**src/design/gain_regs_pkg.sv**
```systemverilog
// Constants for the gain, top reference and pin control register bank.
// Assumes a byte-wide register port fed by the serial bus front end.
`default_nettype none
package gain_regs_pkg;
	//----------------------------------------
	// Offsets
	//----------------------------------------
	localparam logic [7:0] OFF_BLUE_COARSE = 8'h33;
	localparam logic [7:0] OFF_RED_FINE = 8'h34;
	localparam logic [7:0] OFF_GREEN_FINE = 8'h35;
	localparam logic [7:0] OFF_BLUE_FINE = 8'h36;
	localparam logic [7:0] OFF_PIN_CTRL = 8'h37;
	localparam logic [7:0] OFF_CAL_FIRST = 8'h38;
	localparam logic [7:0] OFF_CAL_LAST = 8'h3C;
	//----------------------------------------
	// Reset values and field positions
	//----------------------------------------
	localparam logic [7:0] RST_BLUE_COARSE = 8'h20;
	localparam logic [7:0] RST_FINE = 8'h14;
	localparam logic [7:0] RST_PIN_CTRL = 8'hC0;
	localparam int POS_INVERT = 7;
	localparam int POS_CAL_ACCESS = 3;
	localparam int CAL_COUNT = 5;
endpackage
`default_nettype wire

```
**src/design/adc_gain_pin_select_regs.sv**
```systemverilog
// Register bank: blue gain, fine top references, pin and clock control,
// and the gated calibration registers.
// Assumes the serial front end deserialises MSB first and presents
// whole bytes with one-cycle write and read strobes on sys_clk_i.
`default_nettype none
module adc_gain_pin_select_regs
	import gain_regs_pkg::*;
(
	input wire logic sys_clk_i, // 20 MHz clock
	input wire logic rst_b_i, // Synchronous reset, low
	input wire logic [7:0] addr_i, // Register offset
	input wire logic [7:0] wdata_i, // Write byte, MSB is bit 7
	input wire logic wr_i, // Write strobe
	input wire logic rd_i, // Read strobe
	input wire logic test_pin_i, // Test mode strap pin
	input wire logic readback_clock_i, // Raw readback clock
	output logic [7:0] rdata_o, // Read byte, registered
	output logic [1:0] blue_gain_code_o, // Blue gain 1.0..1.6
	output logic [7:0] red_top_ref_code_o, // Red top reference
	output logic [7:0] green_top_ref_code_o, // Green top reference
	output logic [7:0] blue_top_ref_code_o, // Blue top reference
	output logic [1:0] readback_clock_delay_o, // Delay in 0.5 ns steps
	output logic readback_clock_o, // Readback clock out
	output logic gp_out_one_o, // General pin one
	output logic gp_out_two_o, // General pin two
	output logic gp_out_three_o, // General pin three
	output logic [8*CAL_COUNT-1:0] cal_bytes_o // Calibration contents
);
	logic [7:0] blue_coarse_q, blue_coarse_d;
	logic [7:0] red_fine_q, red_fine_d;
	logic [7:0] green_fine_q, green_fine_d;
	logic [7:0] blue_fine_q, blue_fine_d;
	logic [7:0] pin_ctrl_q, pin_ctrl_d;
	logic [7:0] cal_q [CAL_COUNT];
	logic [7:0] cal_d [CAL_COUNT];
	logic [7:0] rdata_q, rdata_d;
	logic test_s1_q, test_s2_q;
	logic in_cal, cal_open;
	logic [2:0] cal_idx;

	//----------------------------------------
	// Elaboration checks
	//----------------------------------------
	// The three-bit index must cover the window exactly,
	// or a calibration write would land in the wrong byte
	localparam int CAL_SPAN = int'(OFF_CAL_LAST) - int'(OFF_CAL_FIRST) + 1;
	generate
		if ((CAL_COUNT != CAL_SPAN) || (CAL_COUNT > 8)) begin : g_bad_cal
			$error("Calibration count does not fit its window");
		end
	endgenerate

	//----------------------------------------
	// Offset decode
	//----------------------------------------
	// Shared by the write and read paths, so that the two
	// can never disagree about which register an offset names
	typedef enum logic [2:0] {
		SEL_BLUE_COARSE,
		SEL_RED_FINE,
		SEL_GREEN_FINE,
		SEL_BLUE_FINE,
		SEL_PIN_CTRL,
		SEL_OTHER
	} reg_sel_e;

	function automatic reg_sel_e decode_sel(input logic [7:0] off);
		reg_sel_e sel_v;
		case (off)
			OFF_BLUE_COARSE: sel_v = SEL_BLUE_COARSE;
			OFF_RED_FINE: sel_v = SEL_RED_FINE;
			OFF_GREEN_FINE: sel_v = SEL_GREEN_FINE;
			OFF_BLUE_FINE: sel_v = SEL_BLUE_FINE;
			OFF_PIN_CTRL: sel_v = SEL_PIN_CTRL;
			default: sel_v = SEL_OTHER;
		endcase
		return sel_v;
	endfunction

	reg_sel_e sel;

	//----------------------------------------
	// Test strap synchroniser
	//----------------------------------------
	// Strap comes from a pin, so two flops before use
	// A strap change therefore takes two edges to reach the gate
	always_ff @(posedge sys_clk_i) begin
		if (!rst_b_i) begin
			test_s1_q <= 1'b0;
			test_s2_q <= 1'b0;
		end else begin
			test_s1_q <= test_pin_i;
			test_s2_q <= test_s1_q;
		end
	end

	cal_gate u_gate (
		.addr_i(addr_i),
		.cal_access_i(pin_ctrl_q[POS_CAL_ACCESS]),
		.test_mode_i(test_s2_q),
		.in_cal_o(in_cal),
		.cal_open_o(cal_open)
	);

	// Index is only meaningful inside the calibration window
	assign cal_idx = 3'(addr_i - OFF_CAL_FIRST);
	// Decoded once, used by both write and read paths
	assign sel = decode_sel(addr_i);

	//----------------------------------------
	// Write decode
	//----------------------------------------
	// Reserved bits stored as written; the host keeps them legal
	always_comb begin
		blue_coarse_d = blue_coarse_q;
		red_fine_d = red_fine_q;
		green_fine_d = green_fine_q;
		blue_fine_d = blue_fine_q;
		pin_ctrl_d = pin_ctrl_q;
		for (int i = 0; i < CAL_COUNT; i++) begin
			cal_d[i] = cal_q[i];
		end
		if (wr_i) begin
			case (sel)
				SEL_BLUE_COARSE: blue_coarse_d = wdata_i;
				SEL_RED_FINE: red_fine_d = wdata_i;
				SEL_GREEN_FINE: green_fine_d = wdata_i;
				SEL_BLUE_FINE: blue_fine_d = wdata_i;
				SEL_PIN_CTRL: pin_ctrl_d = wdata_i;
				default: begin
					// Blocked calibration writes just vanish
					if (in_cal && cal_open) begin
						cal_d[cal_idx] = wdata_i;
					end
				end
			endcase
		end
	end

	//----------------------------------------
	// Read mux
	//----------------------------------------
	// Unmapped offsets read as zero
	// A read beside a write in one cycle returns the old byte
	always_comb begin
		rdata_d = rdata_q;
		if (rd_i) begin
			case (sel)
				SEL_BLUE_COARSE: rdata_d = blue_coarse_q;
				SEL_RED_FINE: rdata_d = red_fine_q;
				SEL_GREEN_FINE: rdata_d = green_fine_q;
				SEL_BLUE_FINE: rdata_d = blue_fine_q;
				SEL_PIN_CTRL: rdata_d = pin_ctrl_q;
				default: begin
					if (in_cal && cal_open) begin
						rdata_d = cal_q[cal_idx];
					end else begin
						rdata_d = 8'h00;
					end
				end
			endcase
		end
	end

	//----------------------------------------
	// Register state
	//----------------------------------------
	// All bank registers share one synchronous reset
	always_ff @(posedge sys_clk_i) begin
		if (!rst_b_i) begin
			blue_coarse_q <= RST_BLUE_COARSE;
			red_fine_q <= RST_FINE;
			green_fine_q <= RST_FINE;
			blue_fine_q <= RST_FINE;
			pin_ctrl_q <= RST_PIN_CTRL;
			rdata_q <= 8'h00;
		end else begin
			blue_coarse_q <= blue_coarse_d;
			red_fine_q <= red_fine_d;
			green_fine_q <= green_fine_d;
			blue_fine_q <= blue_fine_d;
			pin_ctrl_q <= pin_ctrl_d;
			rdata_q <= rdata_d;
		end
	end

	// Calibration bytes: reset value is a parameter-free zero,
	// since their contents belong to another block
	genvar g;
	generate
		for (g = 0; g < CAL_COUNT; g++) begin : g_cal
			always_ff @(posedge sys_clk_i) begin
				if (!rst_b_i) begin
					cal_q[g] <= 8'h00;
				end else begin
					cal_q[g] <= cal_d[g];
				end
			end
			assign cal_bytes_o[8*g +: 8] = cal_q[g];
		end
	endgenerate

	//----------------------------------------
	// Outputs
	//----------------------------------------
	// Bit 7 of each byte is its MSB, first on the serial bus
	assign rdata_o = rdata_q;
	// Codes leave as stored; the analog side scales them
	assign blue_gain_code_o = blue_coarse_q[1:0];
	assign red_top_ref_code_o = red_fine_q;
	assign green_top_ref_code_o = green_fine_q;
	assign blue_top_ref_code_o = blue_fine_q;
	// Delay itself is analog; only the code leaves here
	assign readback_clock_delay_o = pin_ctrl_q[6:5];
	// Clock path stays combinational to avoid halving its rate
	assign readback_clock_o = readback_clock_i ^ pin_ctrl_q[POS_INVERT];
	assign gp_out_one_o = pin_ctrl_q[0];
	assign gp_out_two_o = pin_ctrl_q[1];
	assign gp_out_three_o = pin_ctrl_q[2];
endmodule
`default_nettype wire

```
**src/design/cal_gate.sv**
```systemverilog
// Calibration access decision and address window check.
// Assumes the test mode strap is already synchronised.
`default_nettype none
module cal_gate
	import gain_regs_pkg::*;
(
	input wire logic [7:0] addr_i, // Register offset
	input wire logic cal_access_i, // Access bit from control
	input wire logic test_mode_i, // Synchronised test strap
	output logic in_cal_o, // Offset is calibration
	output logic cal_open_o // Calibration may be reached
);
	//----------------------------------------
	// Window and gate
	//----------------------------------------
	assign in_cal_o = (addr_i >= OFF_CAL_FIRST) && (addr_i <= OFF_CAL_LAST);
	assign cal_open_o = cal_access_i | test_mode_i;
endmodule
`default_nettype wire

```
**config.mk**
```make
export PLATFORM = sky130hd
export DESIGN_NAME = adc_gain_pin_select_regs
export DESIGN_NICKNAME = d
export VERILOG_FILES = /design/src/design/gain_regs_pkg.sv /design/src/design/adc_gain_pin_select_regs.sv /design/src/design/cal_gate.sv
export SDC_FILE = /design/constraint.sdc
export NUM_CORES = 1
export LEC_CHECK = 0
export ABC_AREA = 1
export BUFFER_PORTS_ARGS = -buffer_cell sky130_fd_sc_hd__clkbuf_2
export CORE_MARGIN = 1.5
export CORE_UTILIZATION = 49
export CTS_BUF_LIST = sky130_fd_sc_hd__clkbuf_4
export DETAILED_ROUTE_END_ITERATION = 6
export PLACE_DENSITY = 0.77
export SKIP_LAST_GASP = 1
export SYNTH_ARGS = -nofsm -noshare
export SYNTH_HDL_FRONTEND = slang
export SYNTH_SLANG_ARGS = --single-unit
```
**constraint.sdc**
```tcl
create_clock -name sys_clk_i -period 1.6 [get_ports sys_clk_i]
set_input_delay 0.08 -clock sys_clk_i [delete_from_list [all_inputs] [get_ports sys_clk_i]]
set_output_delay 0.08 -clock sys_clk_i [all_outputs]
set_load 0.05 [all_outputs]
```
* Word-level counts from Yosys, hierarchy flattened *
Memory sizes are Yosys's and may differ from the RTL's.
Index checks and enable logic that the tools add are counted.

operators by class
  add/sub/neg operators = 1
  order comparisons = 4
  eq/ne operators = 9
  mux-type cells = 16
  bitwise operators = 8
  reduce and logical (&&, ||, !) cells = 10

operator list
  operator                                                                              number
  40-bit 2-to-1 mux                                                                     3
  8-bit 2-to-1 mux                                                                      7
  40-bit bitwise mux                                                                    1
  8-bit by 6-bit equality test with 1-bit output (second input constant)                5
  8-bit case mux with 5 select lines                                                    1
  8-bit demux with 3-bit select                                                         1
  3-bit case mux with 5 select lines                                                    1
  2-bit AND reduction                                                                   5
  8-bit by 6-bit greater-or-equal comparator with 1-bit output (second input constant)  1
  8-bit by 6-bit <= comparator with 1-bit output (second input constant)                1
  3-bit by 2-bit equality test with 1-bit output (second input constant)                2
  1-bit OR                                                                              6
  5-bit OR reduction                                                                    1
  4-bit greater-or-equal comparator (second input constant)                             1
  4-bit by 1-bit < comparator with 1-bit output (second input constant)                 1
  3-bit NOT with 4-bit output                                                           1
  3-bit by 1-bit equality test with 1-bit output (second input constant)                1
  3-bit equality test (second input constant)                                           1
  1-bit logical AND                                                                     3
  3-bit logical NOT                                                                     1
  3-bit by 1-bit subtractor with 3-bit output (second input constant)                   1
  1-bit 2-to-1 mux                                                                      2
  1-bit bitwise XOR                                                                     1

word-level totals
  bits in registers = 50
  memory bits (writable) = 40
  bits of input ports = 22
  output and inout bits = 80
  logic and storage cells = 57
  memories = 1

memory list
  name   depth  bits a word  read ports  clocked after Yosys merged registers in  write ports  line                            RTL
  cal_q  5      8            6           0                                        5            adc_gain_pin_select_regs.sv:34  logic [7:0] cal_q [CAL_COUNT];

* Longest topological paths before layout *
  depth after elaboration = 11
  mapped depth = 11
  gate-level depth less buffers = 10

* By module *
Synthesis repeated with hierarchy kept, for this count alone.

second synthesis, totals
  cells, all modules = 609
  area, all modules = 4184.0 um^2

by module, submodules not included
  module                    instances  cells each  area each (um^2)
  adc_gain_pin_select_regs  1          600         4146.5
  cal_gate                  1          9           37.5

* Least setup slack after synthesis *
No wires, ideal clock.

  path kind = reg-to-reg
  start = reg pin_ctrl_q[3]
  end = mem cal_q[4][0]
  library setup time = 116 ps
  data arrival time = 1269 ps
  data required time = 1484 ps
  setup slack = 215 ps
  stages on the path, launching flop included = 10
  path buffers = 0
  clock period less this slack = 1385 ps
  cell sequence = dfxtp_1 -> nor2_1 -> nor2_1 -> nand3_2 -> inv_1 -> nand3_1 -> nor2_2 -> inv_1 -> nor2_1 -> nor2_1

RTL lines
  element                   line                             RTL
  start: declaration        adc_gain_pin_select_regs.sv:33   logic [7:0] pin_ctrl_q, pin_ctrl_d;
  start signal: assignment  adc_gain_pin_select_regs.sv:182  pin_ctrl_q <= pin_ctrl_d;
  end: declaration          adc_gain_pin_select_regs.sv:34

==> metrics.cfg <==
[floorplan]
num_rows = 33
boundary_pin_count = 102
design.die.area_sq_mm = 0.00888
core_area_sq_mm = 0.00813
die_y_um = 94.2
overall_die_width_um = 94.2
initial_util_pct = 50.1

[worst_setup_path]
rr_worst_depth = 10
cp_arrival_ns = 1.93
worst_setup_path_startpoint = pin_ctrl_q[3]$_SDFFE_PN0P_
ff2ff_setup_slack_ns = 0.05
critPathLaunchType = flip-flop
path_max_fanout = 8
worstReg2RegEnd = cal_q[4][1]$_SDFFE_PN0P_
critical_path.endpoint_type = flip-flop
reg2reg_launch_point = pin_ctrl_q[3]$_SDFFE_PN0P_
worstSetupEndpoint = cal_q[4][1]$_SDFFE_PN0P_
worstSetupPathType = reg2reg
worstPathRequired_ns = 1.99

[grt]
antenna_found_initial = 0
grt_start_max_net_pins = 44
grt_pass1_vias = 4007
grtUsageTotal_pct = 29.3
first_pass_grt_wire_length_mm = 20.0
grt-ovfl-total = 0

[timing]
setup_viol_count_final = 0
worst_margin_pin_slew_ns = 0.719
finalMaxSlewViolations = 0
holdWs_ns = 0.0407
final_period_demand_of_the_worst_path_ns = 1.55
timing.clock.skew_ns = 0.0165
grt_setup_unrepaired = yes
max_freq_mhz = 647
hold_viol = 0
timing.final.ws_setup_ns = 0.0541
timing.slew.headroom_pct = 52.0
layout_worst_path_cycle_share_pct = 96.6

[drt]
ant_nets = 0
aggregate_routed_wire_length_mm = 12.5
detail_route.vias_per_cell = 5.56
routed-via-count = 4529
firstDrtPassIters = 5
drt-initial-drc-count = 491
detail_route.drc_violations = 0
routed_len_inst_um = 15.4

[yosys]
syn_nets = 607
yosys-top-cells-area = sky130_fd_sc_hd__dfxtp_1 44%, sky130_fd_sc_hd__nand2_1 11%, sky130_fd_sc_hd__nand3_1 11%
syn_inst = 585
syn_area_sq_mm = 0.00408
syn_area_per_cell_sq_um = 6.97
synth-seq-cells = 90
synth-seq-area-share_pct = 44.2
post-synth-top-area-fraction_pct = 44.2
library_cell_with_the_largest_summed_area_after_synthesis = sky130_fd_sc_hd__dfxtp_1
number_of_synthesis_warnings = 0
synth_cell_type_count = 25

[place]
dpl_ws_ns = 0.0219
detailed_place_hpwl_mm = 9.09
postPlaceCellArea_sq_mm = 0.00479
place_congestion = 0.943
numPortBuffers = 101

[pwr]
netSwitchingFraction_pct = 27.3
power.share.clock_pct = 33.9
internal_power_uw = 2840
power.net_switching_uw = 1070
powerDensity_mw_per_mm2 = 771
ir_worst_vdd_uv = 429
static-leakage-power_uw = 0.00234
p_comb_share_pct = 8.5
post-layout-total-power_uw = 3910
p_seq_share_pct = 57.6

[clocking]
clock-sinks = 90
clkTransAtPathRegs_ns = 0.15
clockBufferDepth = 2
worst_skew_pair.late_latency_ns = 0.46
cts_setup_buffers = 0
tritoncts = yes
numCtsBuffers = 9
htreeDepth = 3
clk_root_buffer_cell = sky130_fd_sc_hd__clkbuf_4

[layout]
area.sequential_sq_mm = 0.00180
fill_cells = 742
numnets_final = 727
drive_above_1_share_pct = 25.1
area_delta_synth_final_pct = 24.2
antenna_cells = 0
multiInputGateArea_sq_mm = 0.00201
layout.cell_area.non_filler_sq_mm = 0.00506

[hold_path]
min-delay-path-class = in2reg

[flow_run]
maxCapViolCount = 0

[outcome]
run_status = completed

[cells in the mapped netlist (all sizes together)]
cell and count:
clkbuf 11, nor2 79, buf 19, o211ai 9, nor3 2, or2 8, inv 36, nor4 1
o21ai 62, clkinv 1, nand3 88, nand2 120, a21oi 57, xor2 1, dfxtp 90, nand4 1
[area by class of cell]
type	instances	area share, %
sequential	90	35.6
clock inverter	7	1.53
inverter	37	2.74
clock buffer	9	1.33
tap	105	2.59
timing repair buffer	139	16.5
multi-input combinational	428	39.6
[through the flow]
stage                     utilization, %  TNS, ns  std cells
after floorplan                        -        0        585
after global placement              58.9        0        790
after detailed placement            58.9        0        790
after CTS                           61.9        0        815
after global routing                62.3   -0.214        815
final                               62.3        0        815
[state kept, by name (all words and copies together), names as in the netlist]
register and cells:
red_top_ref_code_o 8, blue_top_ref_code_o 8, test_s2_q 1, blue_coarse_q 8, green_top_ref_code_o 8, cal_q 40, test_s1_q 1, pin_ctrl_q 8
rdata_o 8
[power by group through the flow]
stage / Clock [uW] / Combinational (uW) / Sequential (uW)
floorplan: 0 / 167 / 2310
CTS: 1330 / 325 / 2250
global route: 1440 / 360 / 2250
finish: 1320 / 332 / 2250
global placement: 0 / 302 / 2300
detailed placement: 0 / 305 / 2300
[critical path: stages, from the launching register on]
cell and delay (ns):
sky130_fd_sc_hd__dfxtp_2 0.36, sky130_fd_sc_hd__nor2_1 0.04, sky130_fd_sc_hd__nor2_1 0.13, sky130_fd_sc_hd__nand3_2 0.13
sky130_fd_sc_hd__buf_6 0.16, sky130_fd_sc_hd__inv_2 0.06, sky130_fd_sc_hd__nand3_2 0.09, sky130_fd_sc_hd__nor2_4 0.17
sky130_fd_sc_hd__buf_6 0.14, sky130_fd_sc_hd__o21ai_0 0.08, sky130_fd_sc_hd__nor2_1 0.12
[layout by cell type (no fill, tap or decap), drive strengths merged]
master | netlist | routed
nand3 | 88 | 88
nor2 | 79 | 79
buf | 19 | 29
nor3 | 2 | 2
nor4 | 1 | 1
nand2 | 120 | 120
o211ai | 9 | 9
clkbuf | 11 | 110
clkinv | 1 | 2
a21oi | 57 | 57
o21ai | 62 | 62
dlygate4sd3 | 0 | 9
inv | 36 | 38
bufinv | 0 | 1
xor2 | 1 | 1
dfxtp | 90 | 90
or2 | 8 | 8
clkinvlp | 0 | 3
nand4 | 1 | 1
[worst min path at each step]
stage / from / endpoint / slack [ns] / cells past startpoint
finish: wdata_i[0] / cal_q[4][0]$_SDFFE_PN0P_ / 0.04 / 3
global route: wdata_i[0] / cal_q[4][0]$_SDFFE_PN0P_ / 0.02 / 3
CTS: wdata_i[0] / cal_q[4][0]$_SDFFE_PN0P_ / 0.01 / 3
detailed placement: test_pin_i / test_s1_q$_SDFF_PN0_ / 0.29 / 3
global placement: test_pin_i / test_s1_q$_SDFF_PN0_ / 0.27 / 3
floorplan: test_pin_i / test_s1_q$_SDFF_PN0_ / 0.18 / 2
[cell families (layout without fill, tap and decap cells)]
group / count (synthesis) / after routing / synth area share (%)
simple gates: 299 / 299 / 32.2
xor+xnor: 1 / 1 / 0.215
flops: 90 / 90 / 44.2
buf+inv: 67 / 192 / 7.15
compound gates: 128 / 128 / 16.3
[what timing repair did]
item,in CTS,in global routing
hold buffers,9,0
pin swaps,0,6
endpoints found under the hold margin,28,0
setup endpoints to repair,6,32
resized for setup,2,11
[metal layers]
layer	track usage [%]	wire length, um
met5	0	0
met3	6.07	1030
met4	9.58	276
met1	39.7	5290
met2	46.3	5930
No activity file was read; power rests on OpenSTA's default activity.
